===== src/flash_defines.svh =====
// Register offsets, bit positions, reset values and array constants
`ifndef FLASH_DEFINES_SVH
`define FLASH_DEFINES_SVH
// Register indices (byte address is four times the index)
`define REG_COUNT 8'h14
`define IDX_CMD_CONFIG 5'h04
`define IDX_ERR_CONFIG 5'h05
`define IDX_CMD_STATUS 5'h06
`define IDX_ERR_STATUS 5'h07
// Bits of flash_cmd_config
`define CFG_CMD_IE 7
`define CFG_SUPPRESS 4
`define CFG_FORCE_DBL 1
`define CFG_FORCE_SGL 0
// Bits of error_irq_config and error_status
`define ERR_DBL 1
`define ERR_SGL 0
// Bits of command_status
`define STS_DONE 7
`define STS_BUSY_PROG 6
`define STS_BUSY_DATA 5
`define STS_ALIGN_ERR 4
// Reset values
`define RST_CMD_CONFIG 8'h00
`define RST_ERR_CONFIG 8'h00
// AXI responses
`define RESP_OKAY 2'h0
`define RESP_SLVERR 2'h2
// Array geometry
`define PHRASE_MASK 18'h00007
`define HALF_MASK 18'h00003
`define PROG_SECTOR_MASK 18'h001FF
`define DATA_SECTOR_MASK 18'h00003
// Information region in the program array
`define INFO_BASE 18'h04000
`define INFO_LAST 18'h040FF
`define VERSION_ID_ADDR 18'h040B6
`define ONCE_FIELD_BASE 18'h040C0
`define ONCE_FIELD_BYTES 8'h40
`endif


===== src/flash_pkg.sv =====
// Types shared by the flash read, ECC and interrupt controller
package flash_pkg;
  // AXI4-Lite master to slave
  typedef struct packed {
    logic awvalid;
    logic [7:0] awaddr;
    logic wvalid;
    logic [31:0] wdata;
    logic [3:0] wstrb;
    logic bready;
    logic arvalid;
    logic [7:0] araddr;
    logic rready;
  } axil_req_t;
  // AXI4-Lite slave to master
  typedef struct packed {
    logic awready;
    logic wready;
    logic bvalid;
    logic [1:0] bresp;
    logic arready;
    logic rvalid;
    logic [31:0] rdata;
    logic [1:0] rresp;
  } axil_rsp_t;
  // Array read request from the core
  typedef struct packed {
    logic valid;
    logic data_array;
    logic word;
    logic [17:0] addr;
  } rd_req_t;
  // Array read answer
  typedef struct packed {
    logic ready;
    logic ack;
    logic err;
    logic [15:0] data;
  } rd_rsp_t;
  // Sequencer operations
  typedef enum logic [1:0] {
    OP_NONE = 2'b00,
    OP_PROG = 2'b01,
    OP_ERASE = 2'b10
  } seq_op_t;
  // Requests and status from the command sequencer
  typedef struct packed {
    seq_op_t op;
    logic data_array;
    logic [17:0] addr;
    logic [63:0] phrase;
    logic busy_prog;
    logic busy_data;
    logic complete;
  } seq_req_t;
  // Write or erase order towards the array
  typedef struct packed {
    seq_op_t op;
    logic data_array;
    logic [17:0] addr;
    logic [63:0] phrase;
    logic [13:0] check;
  } arr_wr_t;
  // Complete controller state
  typedef struct packed {
    logic aw_got;
    logic [7:0] aw_addr;
    logic w_got;
    logic [7:0] w_data;
    logic w_lane0;
    logic bvalid;
    logic [1:0] bresp;
    logic rvalid;
    logic [31:0] rdata;
    logic [1:0] rresp;
    logic [7:0] cmd_config;
    logic [7:0] err_config;
    logic done_flag;
    logic align_err;
    logic dbl_flag;
    logic sgl_flag;
    logic cmd_start;
    logic rd_ack;
    logic rd_err;
    logic [15:0] rd_data;
    arr_wr_t wr;
  } ctrl_state_t;
endpackage


===== src/ecc_secded.sv =====
// Seven-bit single-correct double-detect code over one 32-bit double word
`timescale 1ns/1ps
module ecc_secded (
  // Word and stored check bits
  input wire logic [31:0] data_in,
  input wire logic [6:0] check_in,
  // Encoded check bits for data_in
  output logic [6:0] check_out,
  // Decoded word and fault indications
  output logic [31:0] data_out,
  output logic single_fault,
  output logic double_fault
);
  logic [38:0] cw;
  logic [38:0] fix;
  logic [5:0] syn;
  logic overall;

  // Spread data over non power of two positions, then build parity
  always_comb begin
    automatic int j = 0;
    cw = '0;
    check_out = '0;
    for (int p = 1; p < 39; p++) begin
      if ((p & (p - 1)) != 0) begin
        cw[p] = data_in[j];
        j++;
      end
    end
    for (int k = 0; k < 6; k++) begin
      for (int p = 1; p < 39; p++) begin
        if (p[k]) begin
          check_out[k] = check_out[k] ^ cw[p];
        end
      end
    end
    check_out[6] = ^{data_in, check_out[5:0]};
  end

  // Syndrome, fault class and correction
  always_comb begin
    automatic int j = 0;
    syn = check_in[5:0] ^ check_out[5:0];
    overall = ^{data_in, check_in};
    single_fault = overall;
    double_fault = !overall && (syn != 6'h00);
    fix = cw;
    if (overall && syn != 6'h00 && syn < 6'h27) begin
      fix[syn] = !cw[syn];
    end
    data_out = '0;
    for (int p = 1; p < 39; p++) begin
      if ((p & (p - 1)) != 0) begin
        data_out[j] = fix[p];
        j++;
      end
    end
  end
endmodule


===== src/flash_ctrl.sv =====
// Flash read path with ECC, fault forcing, interrupts and registers
// Operation
// - Command irq when done flag and enable
// - One error irq from enabled fault flags
// - Config bit 7 enables command irq
// - Config bit 4 hides single faults; the code hides genuine ones only, forced ones still flag
// - Forced double fault on every read
// - Forced single fault on every read
// - Force bits clear only by software
// - Unforced flags follow genuine faults only
// - Byte and aligned word reads in one cycle
// - Erased bit reads one, programmed zero
// - Program reads served during data commands
// - Data reads held during program commands
// - Both arrays corrected and checked by ECC
// - Programming uses aligned eight byte phrases
// - Reads fetch aligned four byte half phrase
// - Seven check bits per double word
// - Program sector is 512 bytes
// - Data sector is 4 bytes
// - Twenty registers decoded at indices 0-0x13
// - Information region with version and once field
//
// Our own choices: the address map and the AXI4-Lite slave port.
`timescale 1ns/1ps
`include "flash_defines.svh"
module flash_ctrl (
  // Clock and reset
  input wire logic sys_clk,
  input wire logic reset_n,
  // Register bus
  input wire flash_pkg::axil_req_t axi_req,
  output flash_pkg::axil_rsp_t axi_rsp,
  // Core array reads
  input wire flash_pkg::rd_req_t rd_req,
  output flash_pkg::rd_rsp_t rd_rsp,
  // Array read side
  output logic [17:0] arr_addr,
  output logic arr_data_sel,
  output logic arr_info_sel,
  input wire logic [38:0] arr_rdata,
  // Command sequencer
  input wire flash_pkg::seq_req_t seq_req,
  output logic cmd_start,
  output flash_pkg::arr_wr_t arr_wr,
  // Interrupt requests
  output logic irq_cmd,
  output logic irq_err
);
  import flash_pkg::*;

  ctrl_state_t st_q; // Registered state
  ctrl_state_t st_d; // Next state
  logic rd_fire; // Read taken this cycle
  logic misalign; // Word read on odd byte
  logic erased; // Raw half phrase fully erased
  logic [31:0] dec_data; // Corrected half phrase
  logic dec_sgl; // Genuine single fault
  logic dec_dbl; // Genuine double fault
  logic [13:0] enc_check; // Check bits for a phrase
  logic busy; // Any command running
  logic wr_do; // Register write performed now
  logic [4:0] wr_idx; // Written register index
  logic wr_ok; // Write accepted
  logic [15:0] half; // Selected word of the half phrase

  // Register index from a byte address
  function automatic logic [4:0] reg_index(input logic [7:0] a);
    reg_index = a[6:2];
  endfunction

  // Address lies inside the twenty registers
  function automatic logic reg_hit(input logic [7:0] a);
    reg_hit = (a[1:0] == 2'h0) && ({2'h0, a[7:2]} < `REG_COUNT);
  endfunction

  // Decode of the fetched half phrase
  ecc_secded u_dec (
    .data_in(arr_rdata[31:0]),
    .check_in(arr_rdata[38:32]),
    .check_out(),
    .data_out(dec_data),
    .single_fault(dec_sgl),
    .double_fault(dec_dbl)
  );

  generate
    for (genvar g = 0; g < 2; g++) begin : g_enc
      ecc_secded u_enc (
        .data_in(seq_req.phrase[32*g+:32]),
        .check_in(7'h00),
        .check_out(enc_check[7*g+:7]),
        .data_out(),
        .single_fault(),
        .double_fault()
      );
    end
  endgenerate

  assign busy = seq_req.busy_prog || seq_req.busy_data;

  assign arr_addr = rd_req.addr & ~`HALF_MASK;
  assign arr_data_sel = rd_req.data_array;
  assign arr_info_sel = !rd_req.data_array &&
    rd_req.addr >= `INFO_BASE && rd_req.addr <= `INFO_LAST;

  // data reads wait out program commands, program reads do not
  assign rd_rsp.ready = !(rd_req.data_array && seq_req.busy_prog);
  assign rd_fire = rd_req.valid && rd_rsp.ready;
  // misaligned words are refused with an error
  assign misalign = rd_req.word && rd_req.addr[0];
  // erased cells read as ones and carry no fault
  assign erased = (arr_rdata == '1);
  // an erased half phrase bypasses the decoder
  assign half = erased ? 16'hFFFF :
    (rd_req.addr[1] ? dec_data[31:16] : dec_data[15:0]);

  // Bus handshakes are combinational from the state
  assign axi_rsp.awready = !st_q.aw_got && !st_q.bvalid;
  assign axi_rsp.wready = !st_q.w_got && !st_q.bvalid;
  assign axi_rsp.arready = !st_q.rvalid;
  assign axi_rsp.bvalid = st_q.bvalid;
  assign axi_rsp.bresp = st_q.bresp;
  assign axi_rsp.rvalid = st_q.rvalid;
  assign axi_rsp.rdata = st_q.rdata;
  assign axi_rsp.rresp = st_q.rresp;
  assign rd_rsp.ack = st_q.rd_ack;
  assign rd_rsp.err = st_q.rd_err;
  assign rd_rsp.data = st_q.rd_data;
  assign cmd_start = st_q.cmd_start;
  assign arr_wr = st_q.wr;

  // Write decode from the captured address
  assign wr_do = st_q.aw_got && st_q.w_got && !st_q.bvalid;
  assign wr_idx = reg_index(st_q.aw_addr);
  // decode, writes during a command are refused
  assign wr_ok = reg_hit(st_q.aw_addr) && !busy;

  assign irq_cmd = st_q.done_flag && st_q.cmd_config[`CFG_CMD_IE];
  assign irq_err = (st_q.dbl_flag && st_q.err_config[`ERR_DBL]) ||
    (st_q.sgl_flag && st_q.err_config[`ERR_SGL]);

  // Next state of the whole controller
  always_comb begin
    st_d = st_q;
    st_d.cmd_start = 1'b0;
    st_d.rd_ack = 1'b0;
    st_d.wr.op = OP_NONE;
    // Capture write address and data in either order
    if (axi_req.awvalid && axi_rsp.awready) begin
      st_d.aw_got = 1'b1;
      st_d.aw_addr = axi_req.awaddr;
    end
    if (axi_req.wvalid && axi_rsp.wready) begin
      st_d.w_got = 1'b1;
      st_d.w_data = axi_req.wdata[7:0];
      st_d.w_lane0 = axi_req.wstrb[0];
    end
    // Perform the write once both halves are held
    if (wr_do) begin
      st_d.aw_got = 1'b0;
      st_d.w_got = 1'b0;
      st_d.bvalid = 1'b1;
      st_d.bresp = wr_ok ? `RESP_OKAY : `RESP_SLVERR;
      if (wr_ok && st_q.w_lane0) begin
        unique case (wr_idx)
          `IDX_CMD_CONFIG: begin
            st_d.cmd_config = st_q.w_data & 8'h93;
          end
          `IDX_ERR_CONFIG: begin
            st_d.err_config = st_q.w_data & 8'h03;
          end
          // Writing one clears done and launches the command
          `IDX_CMD_STATUS: begin
            if (st_q.w_data[`STS_DONE]) begin
              st_d.done_flag = 1'b0;
              st_d.cmd_start = 1'b1;
            end
            if (st_q.w_data[`STS_ALIGN_ERR]) begin
              st_d.align_err = 1'b0;
            end
          end
          // flags stay until cleared by a one
          `IDX_ERR_STATUS: begin
            if (st_q.w_data[`ERR_DBL]) begin
              st_d.dbl_flag = 1'b0;
            end
            if (st_q.w_data[`ERR_SGL]) begin
              st_d.sgl_flag = 1'b0;
            end
          end
          default: begin
          end
        endcase
      end
    end
    if (st_q.bvalid && axi_req.bready) begin
      st_d.bvalid = 1'b0;
    end
    // Register reads; the other indices read as zero
    if (axi_req.arvalid && axi_rsp.arready) begin
      st_d.rvalid = 1'b1;
      st_d.rdata = 32'h0000_0000;
      st_d.rresp = reg_hit(axi_req.araddr) ? `RESP_OKAY : `RESP_SLVERR;
      unique case (reg_index(axi_req.araddr))
        `IDX_CMD_CONFIG: begin
          st_d.rdata[7:0] = st_q.cmd_config;
        end
        `IDX_ERR_CONFIG: begin
          st_d.rdata[7:0] = st_q.err_config;
        end
        `IDX_CMD_STATUS: begin
          st_d.rdata[`STS_DONE] = st_q.done_flag;
          st_d.rdata[`STS_BUSY_PROG] = seq_req.busy_prog;
          st_d.rdata[`STS_BUSY_DATA] = seq_req.busy_data;
          st_d.rdata[`STS_ALIGN_ERR] = st_q.align_err;
        end
        `IDX_ERR_STATUS: begin
          st_d.rdata[`ERR_DBL] = st_q.dbl_flag;
          st_d.rdata[`ERR_SGL] = st_q.sgl_flag;
        end
        default: begin
        end
      endcase
    end
    if (st_q.rvalid && axi_req.rready) begin
      st_d.rvalid = 1'b0;
    end
    // Command completion sets the flag, winning over a clear
    if (seq_req.complete) begin
      st_d.done_flag = 1'b1;
    end
    // answer every taken read on the next edge
    if (rd_fire) begin
      st_d.rd_ack = 1'b1;
      st_d.rd_err = misalign;
      // corrected data, erased cells read as ones
      if (rd_req.word) begin
        st_d.rd_data = half;
      end else begin
        st_d.rd_data = {8'h00, rd_req.addr[0] ? half[15:8] : half[7:0]};
      end
      // forced double fault, else only a genuine one
      if (st_q.cmd_config[`CFG_FORCE_DBL] || (dec_dbl && !erased)) begin
        st_d.dbl_flag = 1'b1;
        st_d.rd_err = 1'b1;
      end
      // forced single fault, genuine ones may be hidden
      if (st_q.cmd_config[`CFG_FORCE_SGL] || (dec_sgl && !erased &&
          !st_q.cmd_config[`CFG_SUPPRESS])) begin
        st_d.sgl_flag = 1'b1;
      end
    end
    // Program and erase orders towards the array
    unique case (seq_req.op)
      OP_PROG: begin
        if ((seq_req.addr & `PHRASE_MASK) == 18'h00000) begin
          st_d.wr.op = OP_PROG;
          st_d.wr.data_array = seq_req.data_array;
          st_d.wr.addr = seq_req.addr;
          st_d.wr.phrase = seq_req.phrase;
          st_d.wr.check = enc_check;
        end else begin
          st_d.align_err = 1'b1;
        end
      end
      OP_ERASE: begin
        st_d.wr.op = OP_ERASE;
        st_d.wr.data_array = seq_req.data_array;
        st_d.wr.addr = seq_req.addr & ~(seq_req.data_array ?
          `DATA_SECTOR_MASK : `PROG_SECTOR_MASK);
      end
      OP_NONE: begin
      end
      default: begin
      end
    endcase
  end

  // State register
  always_ff @(posedge sys_clk or negedge reset_n) begin
    if (!reset_n) begin
      st_q <= '0;
      st_q.cmd_config <= `RST_CMD_CONFIG;
      st_q.err_config <= `RST_ERR_CONFIG;
    end else begin
      st_q <= st_d;
    end
  end

  // Helper: register write with a byte in lane 0 to the config register
  logic cfg_wr;
  assign cfg_wr = wr_do && wr_ok && st_q.w_lane0 &&
    wr_idx == `IDX_CMD_CONFIG;

  AST_CMD_IRQ: assert property (@(posedge sys_clk)
    disable iff (!reset_n) seq_req.complete && !cfg_wr &&
    st_q.cmd_config[`CFG_CMD_IE] |=> irq_cmd) else $error("no command irq");
  AST_CMD_IE_OFF: assert property (@(posedge sys_clk)
    disable iff (!reset_n) !st_q.cmd_config[`CFG_CMD_IE] |-> !irq_cmd)
    else $error("command irq while disabled");
  AST_ERR_IRQ: assert property (@(posedge sys_clk)
    disable iff (!reset_n) rd_fire && st_q.cmd_config[`CFG_FORCE_DBL] &&
    st_q.err_config[`ERR_DBL] && !wr_do ##1 !wr_do |-> irq_err)
    else $error("error irq missing");
  AST_SUPPRESS: assert property (@(posedge sys_clk)
    disable iff (!reset_n) !st_q.sgl_flag && st_q.cmd_config[`CFG_SUPPRESS] &&
    !st_q.cmd_config[`CFG_FORCE_SGL] |=> !st_q.sgl_flag)
    else $error("single fault reported while suppressed");
  AST_FORCE_DBL: assert property (@(posedge sys_clk)
    disable iff (!reset_n) rd_fire && st_q.cmd_config[`CFG_FORCE_DBL]
    |=> st_q.dbl_flag && rd_rsp.err) else $error("forced double missed");
  AST_FORCE_SGL: assert property (@(posedge sys_clk)
    disable iff (!reset_n) rd_fire && st_q.cmd_config[`CFG_FORCE_SGL]
    |=> st_q.sgl_flag) else $error("forced single fault not flagged");
  AST_FORCE_HOLD: assert property (@(posedge sys_clk)
    disable iff (!reset_n) !cfg_wr |=> $stable(st_q.cmd_config))
    else $error("force bit dropped without a write");
  AST_ONE_CYCLE: assert property (@(posedge sys_clk)
    disable iff (!reset_n) rd_fire |=> rd_rsp.ack ##1 !rd_rsp.ack ||
    $past(rd_fire)) else $error("array read not answered in one cycle");
  AST_DATA_HOLD: assert property (@(posedge sys_clk)
    disable iff (!reset_n) rd_req.valid && rd_req.data_array &&
    seq_req.busy_prog |-> !rd_rsp.ready) else $error("data read served");
  AST_PROG_SERVE: assert property (@(posedge sys_clk)
    disable iff (!reset_n) rd_req.valid && !rd_req.data_array &&
    seq_req.busy_data |=> rd_rsp.ack) else $error("program read stalled");
  AST_IRQ_LEVEL: assert property (@(posedge sys_clk)
    disable iff (!reset_n) irq_err && !wr_do |=> irq_err)
    else $error("error irq dropped without software");

  COV_FORCED_DBL: cover property (@(posedge sys_clk) disable iff (!reset_n)
    rd_fire && st_q.cmd_config[`CFG_FORCE_DBL] ##1 irq_err);
  COV_CMD_DONE: cover property (@(posedge sys_clk) disable iff (!reset_n)
    cmd_start ##[1:50] irq_cmd);
  COV_DATA_STALL: cover property (@(posedge sys_clk) disable iff (!reset_n)
    rd_req.valid && !rd_rsp.ready ##1 rd_fire);
endmodule


===== config.mk =====
export PLATFORM = sky130hd
export DESIGN_NAME = flash_ctrl
export DESIGN_NICKNAME = d
export VERILOG_FILES = /design/src/flash_pkg.sv /design/src/ecc_secded.sv /design/src/flash_ctrl.sv
export VERILOG_INCLUDE_DIRS = /design/src
export SDC_FILE = /design/constraint.sdc
export NUM_CORES = 1
export LEC_CHECK = 0
export BUFFER_PORTS_ARGS = -buffer_cell sky130_fd_sc_hd__buf_2
export CAP_MARGIN = 5
export CORE_MARGIN = 5
export CORE_UTILIZATION = 51
export CTS_CLUSTER_DIAMETER = 120
export DETAILED_ROUTE_END_ITERATION = 8
export GPL_TIMING_DRIVEN = 0
export PLACE_DENSITY = 0.82
export SLEW_MARGIN = 10
export SYNTH_ARGS = -nofsm -noshare
export SYNTH_HDL_FRONTEND = slang
export SYNTH_SLANG_ARGS = --single-unit

===== constraint.sdc =====
create_clock -name sys_clk -period 2.45 [get_ports sys_clk]
set_input_delay 0.1225 -clock sys_clk [delete_from_list [all_inputs] [get_ports sys_clk]]
set_output_delay 0.1225 -clock sys_clk [all_outputs]
set_load 0.005 [all_outputs]

==> metrics.cfg <==
[critical_path]
end_kind = flop
r2r_cells = 5
r2r_end = st_q[134]
crit_chain = buf_8 -> xnor3_2 -> xnor3_2 -> xnor2_4 -> xnor3_2 -> mux2i_4 -> or2_1 -> buf_6 -> nor3_4 -> mux2i_1 -> nor2_1 -> a211oi_2 -> a311oi_2
critPathArrivalTime_ns = 3.12
path_class = in2reg
cp-start-kind = input pin
startpoint = arr_rdata[31]
cp-endpoint = rd_rsp[6]
rr_startpoint = st_q[187]
crit_fanout = 4
cpMostUsedCell = xnor3_2
cp_slowest_cell = xnor3_2
max_stage_delay_ns = 0.44
worstPathRequired_ns = 2.72
rrSetupSlack_ns = 0.26

[clock_tree]
h-tree-depth = 4
cts_buffer_depth = 2
clkTransAtPathRegs_ns = 0.06
cts_inserted_buffers = 17
cts_tree = built
clock-root-buffer = clkbuf_16
worstSkewPairLatency_ns = 0.43
cts_sinks = 153

[timing]
worst_slack_ns = -0.4006
worstMarginPinSlew_ns = 0.7889
hold_viol = 0
fmax_mhz = 350.8
finalCriticalPeriod_ns = 2.851
slew_headroom_pct = 47.41
finClkSkew_ns = 0.01517
slew_viol_final = 0
rsz0062_at_grt = true
setup_violations = 16
min_period_over_period_pct = 116.4

[synth]
synth_top_cells_by_count = nand2_1 (269), buf_4 (178), xnor2_1 (154), dfrtp_1 (153), nor2_1 (42)
synth-edff-count = 0
yosys-top-cells-area = dfrtp_1 (36%), xnor2_1 (13%), buf_4 (13%), nand2_1 (9.5%), mux2_2 (3.1%)
netlist-cell-type-count = 77
synth_warnings = 0
yosysMostFrequentCell = nand2_1
synth_top_area_share_pct = 35.90
ys_seq_elements = 153
yosysTopAreaCell = dfrtp_1
syn_inst = 1175
synthArstFlopShare_pct = 100.0
synth.cell_area_sq_um = 10670
seq_area_frac_synth_pct = 35.90
avgSynthCellArea_sq_um = 9.077
synth_ff_type = dfrtp_1

[outcome]
outcome = complete, but fails checks
violations = setup timing

[floorplanning]
ios = 389
num_rows = 53
fp.dieH_um = 154.6
start_util_pct = 51.22
core_sq_um = 20820
fp.dieArea_sq_um = 23900
die_width_um = 154.6

[detailed_routing]
route.detailed.drc = 0
avgViaCountPerCell = 5.328
drt-total-wl_mm = 39.27
num_vias = 10491
wire_per_inst_um = 19.94
first_pass_iters = 5
antenna_left = 0
drt_iter0_markers = 687

[global_routing]
grt_pass1_vias = 11018
grt_max_degree = 111
antenna_found_initial = 0
overflow = 0
track_usage_pct = 30.91
grt_pass1_wl_mm = 58.78

[pwr]
irDropWorstVdd_mv = 0.5061
power_leakage_nw = 7.726
pwr_density_cell_nw_per_um2 = 955.9
finalPower_mw = 14.82

[placed_design]
routabilityCongestion = 0.9600
dp_hpwl_mm = 25.81
dp_cells = 1800
io_buffers = 320

[finish]
fin_nets = 1896
area_growth_syn_to_layout_pct = 45.39
stdcell_count = 1969
drive_above_1_share_pct = 41.91
diodes = 0

[flow_run]
maxCapViolations = 0

[worst_hold_path]
hold_class = in2reg

-- sequential cells by signal, summed over array words and instances (netlist names) --
name       count
axi_rsp       10
st_q          25
arr_wr        99
cmd_start      1
rd_rsp        18
-- routing by layer --
metal | vias up | share of wire (%) | wire length, um | global-route usage (%)
met5 | - | 0 | 0 | 0
met3 | 162 | 7.9 | 3108 | 7.862
met4 | 0 | 5.3 | 2092 | 14.59
met2 | 613 | 51 | 20110 | 54.18
li1 | 4711 | - | - | -
met1 | 5005 | 36 | 13960 | 35.27
-- worst max-delay path: cells and delay by family --
family          cells  cell delay, ns
compound gates      2            0.41
mux                 2            0.50
xor+xnor            4            1.38
buf+inv             2            0.24
simple gates        3            0.45
-- repair_timing --
| item | CTS | global route |
|---|---|---|
| hold buffers | 101 | 0 |
| hold endpoints to repair | 142 | 0 |
| setup endpoints to repair | 18 | 19 |
| resized for setup | 71 | 43 |
| buffers inserted | 26 | 10 |
| cloned | 0 | 0 |
| pin swaps | 44 | 13 |
-- cells by family after synthesis --
group | Yosys count | synth area share [%]
adder cells (fa/ha/maj) | 8 | 0.9386
flip-flops | 153 | 35.90
buffers and inverters | 223 | 14.21
multiplexers | 45 | 4.704
AND/OR/NAND/NOR | 414 | 16.98
other | 1 | 0.03516
AO/OA/AOI/OAI | 134 | 8.951
XOR/XNOR | 197 | 18.29
-- worst min path at each step --
stage | end | slack [ns] | cells past startpoint | from
6_report | rd_rsp[16] | 0.01 | 3 | rd_req[0]
3_5_place_dp | st_q[194] | 0.03 | 1 | reset_n
4_1_cts | st_q[120] | 0.0006 | 3 | seq_req[68]
3_3_place_gp | st_q[121] | 0.30 | 2 | seq_req[0]
2_1_floorplan | arr_wr[0] | -0.17 | 0 | reset_n
5_1_grt | arr_wr[98] | 0.02 | 2 | seq_req[87]
-- report_power, final --
group	total [mW]	internal (mW)	switching, mW	leakage, nW
Sequential	3.50	3.08	0.421	1.93
Combinational	8.31	4.10	4.21	5.48
Clock	3.01	1.84	1.18	0.319
-- cell usage in the layout, fill, tap and decap left out, drive strengths merged, types with 6 or more instances in the layout --
master / count
o21ai: 48
nand3: 16
nor2: 43
a22o: 12
nor3: 23
nand4: 10
nor2b: 8
dfrtp: 153
mux2i: 13
mux2: 32
ha: 8
nor4: 6
nand2: 271
conb: 30
xnor2: 158
xnor3: 10
inv: 20
a211oi: 14
buf: 540
clkbuf: 45
dlygate4sd3: 101
and2: 6
xor2: 28
a21oi: 11
nand2b: 13
a31oi: 7
-- metrics by stage --
stage	cell area [sq um]	hold slack (ns)	setup WS, ns	setup TNS [ns]	utilization (%)
floorplan	10890	-0.1731	-0.4138	-4.920	-
global placement	12830	0.3025	-1.196	-174.26	61.64
detailed placement	12870	0.03385	-1.234	-17.00	61.82
CTS	15200	0.0006389	-0.2486	-2.863	73.00
global route	15510	0.01627	-0.4937	-6.213	74.47
finish	15510	0.01154	-0.4006	-4.819	74.47
-- cell type report --
class / count / area, sq um
well taps: 275 / 344.1
flip-flops and latches: 153 / 3829
clock buffers: 18 / 429.2
repair buffers: 458 / 3008
inverters: 13 / 48.80
multi-input cells: 828 / 6117
fillers: 1401 / 5316
clock inverters: 14 / 230.2
plain buffers: 210 / 1500
(Power assumes the default switching activity.)
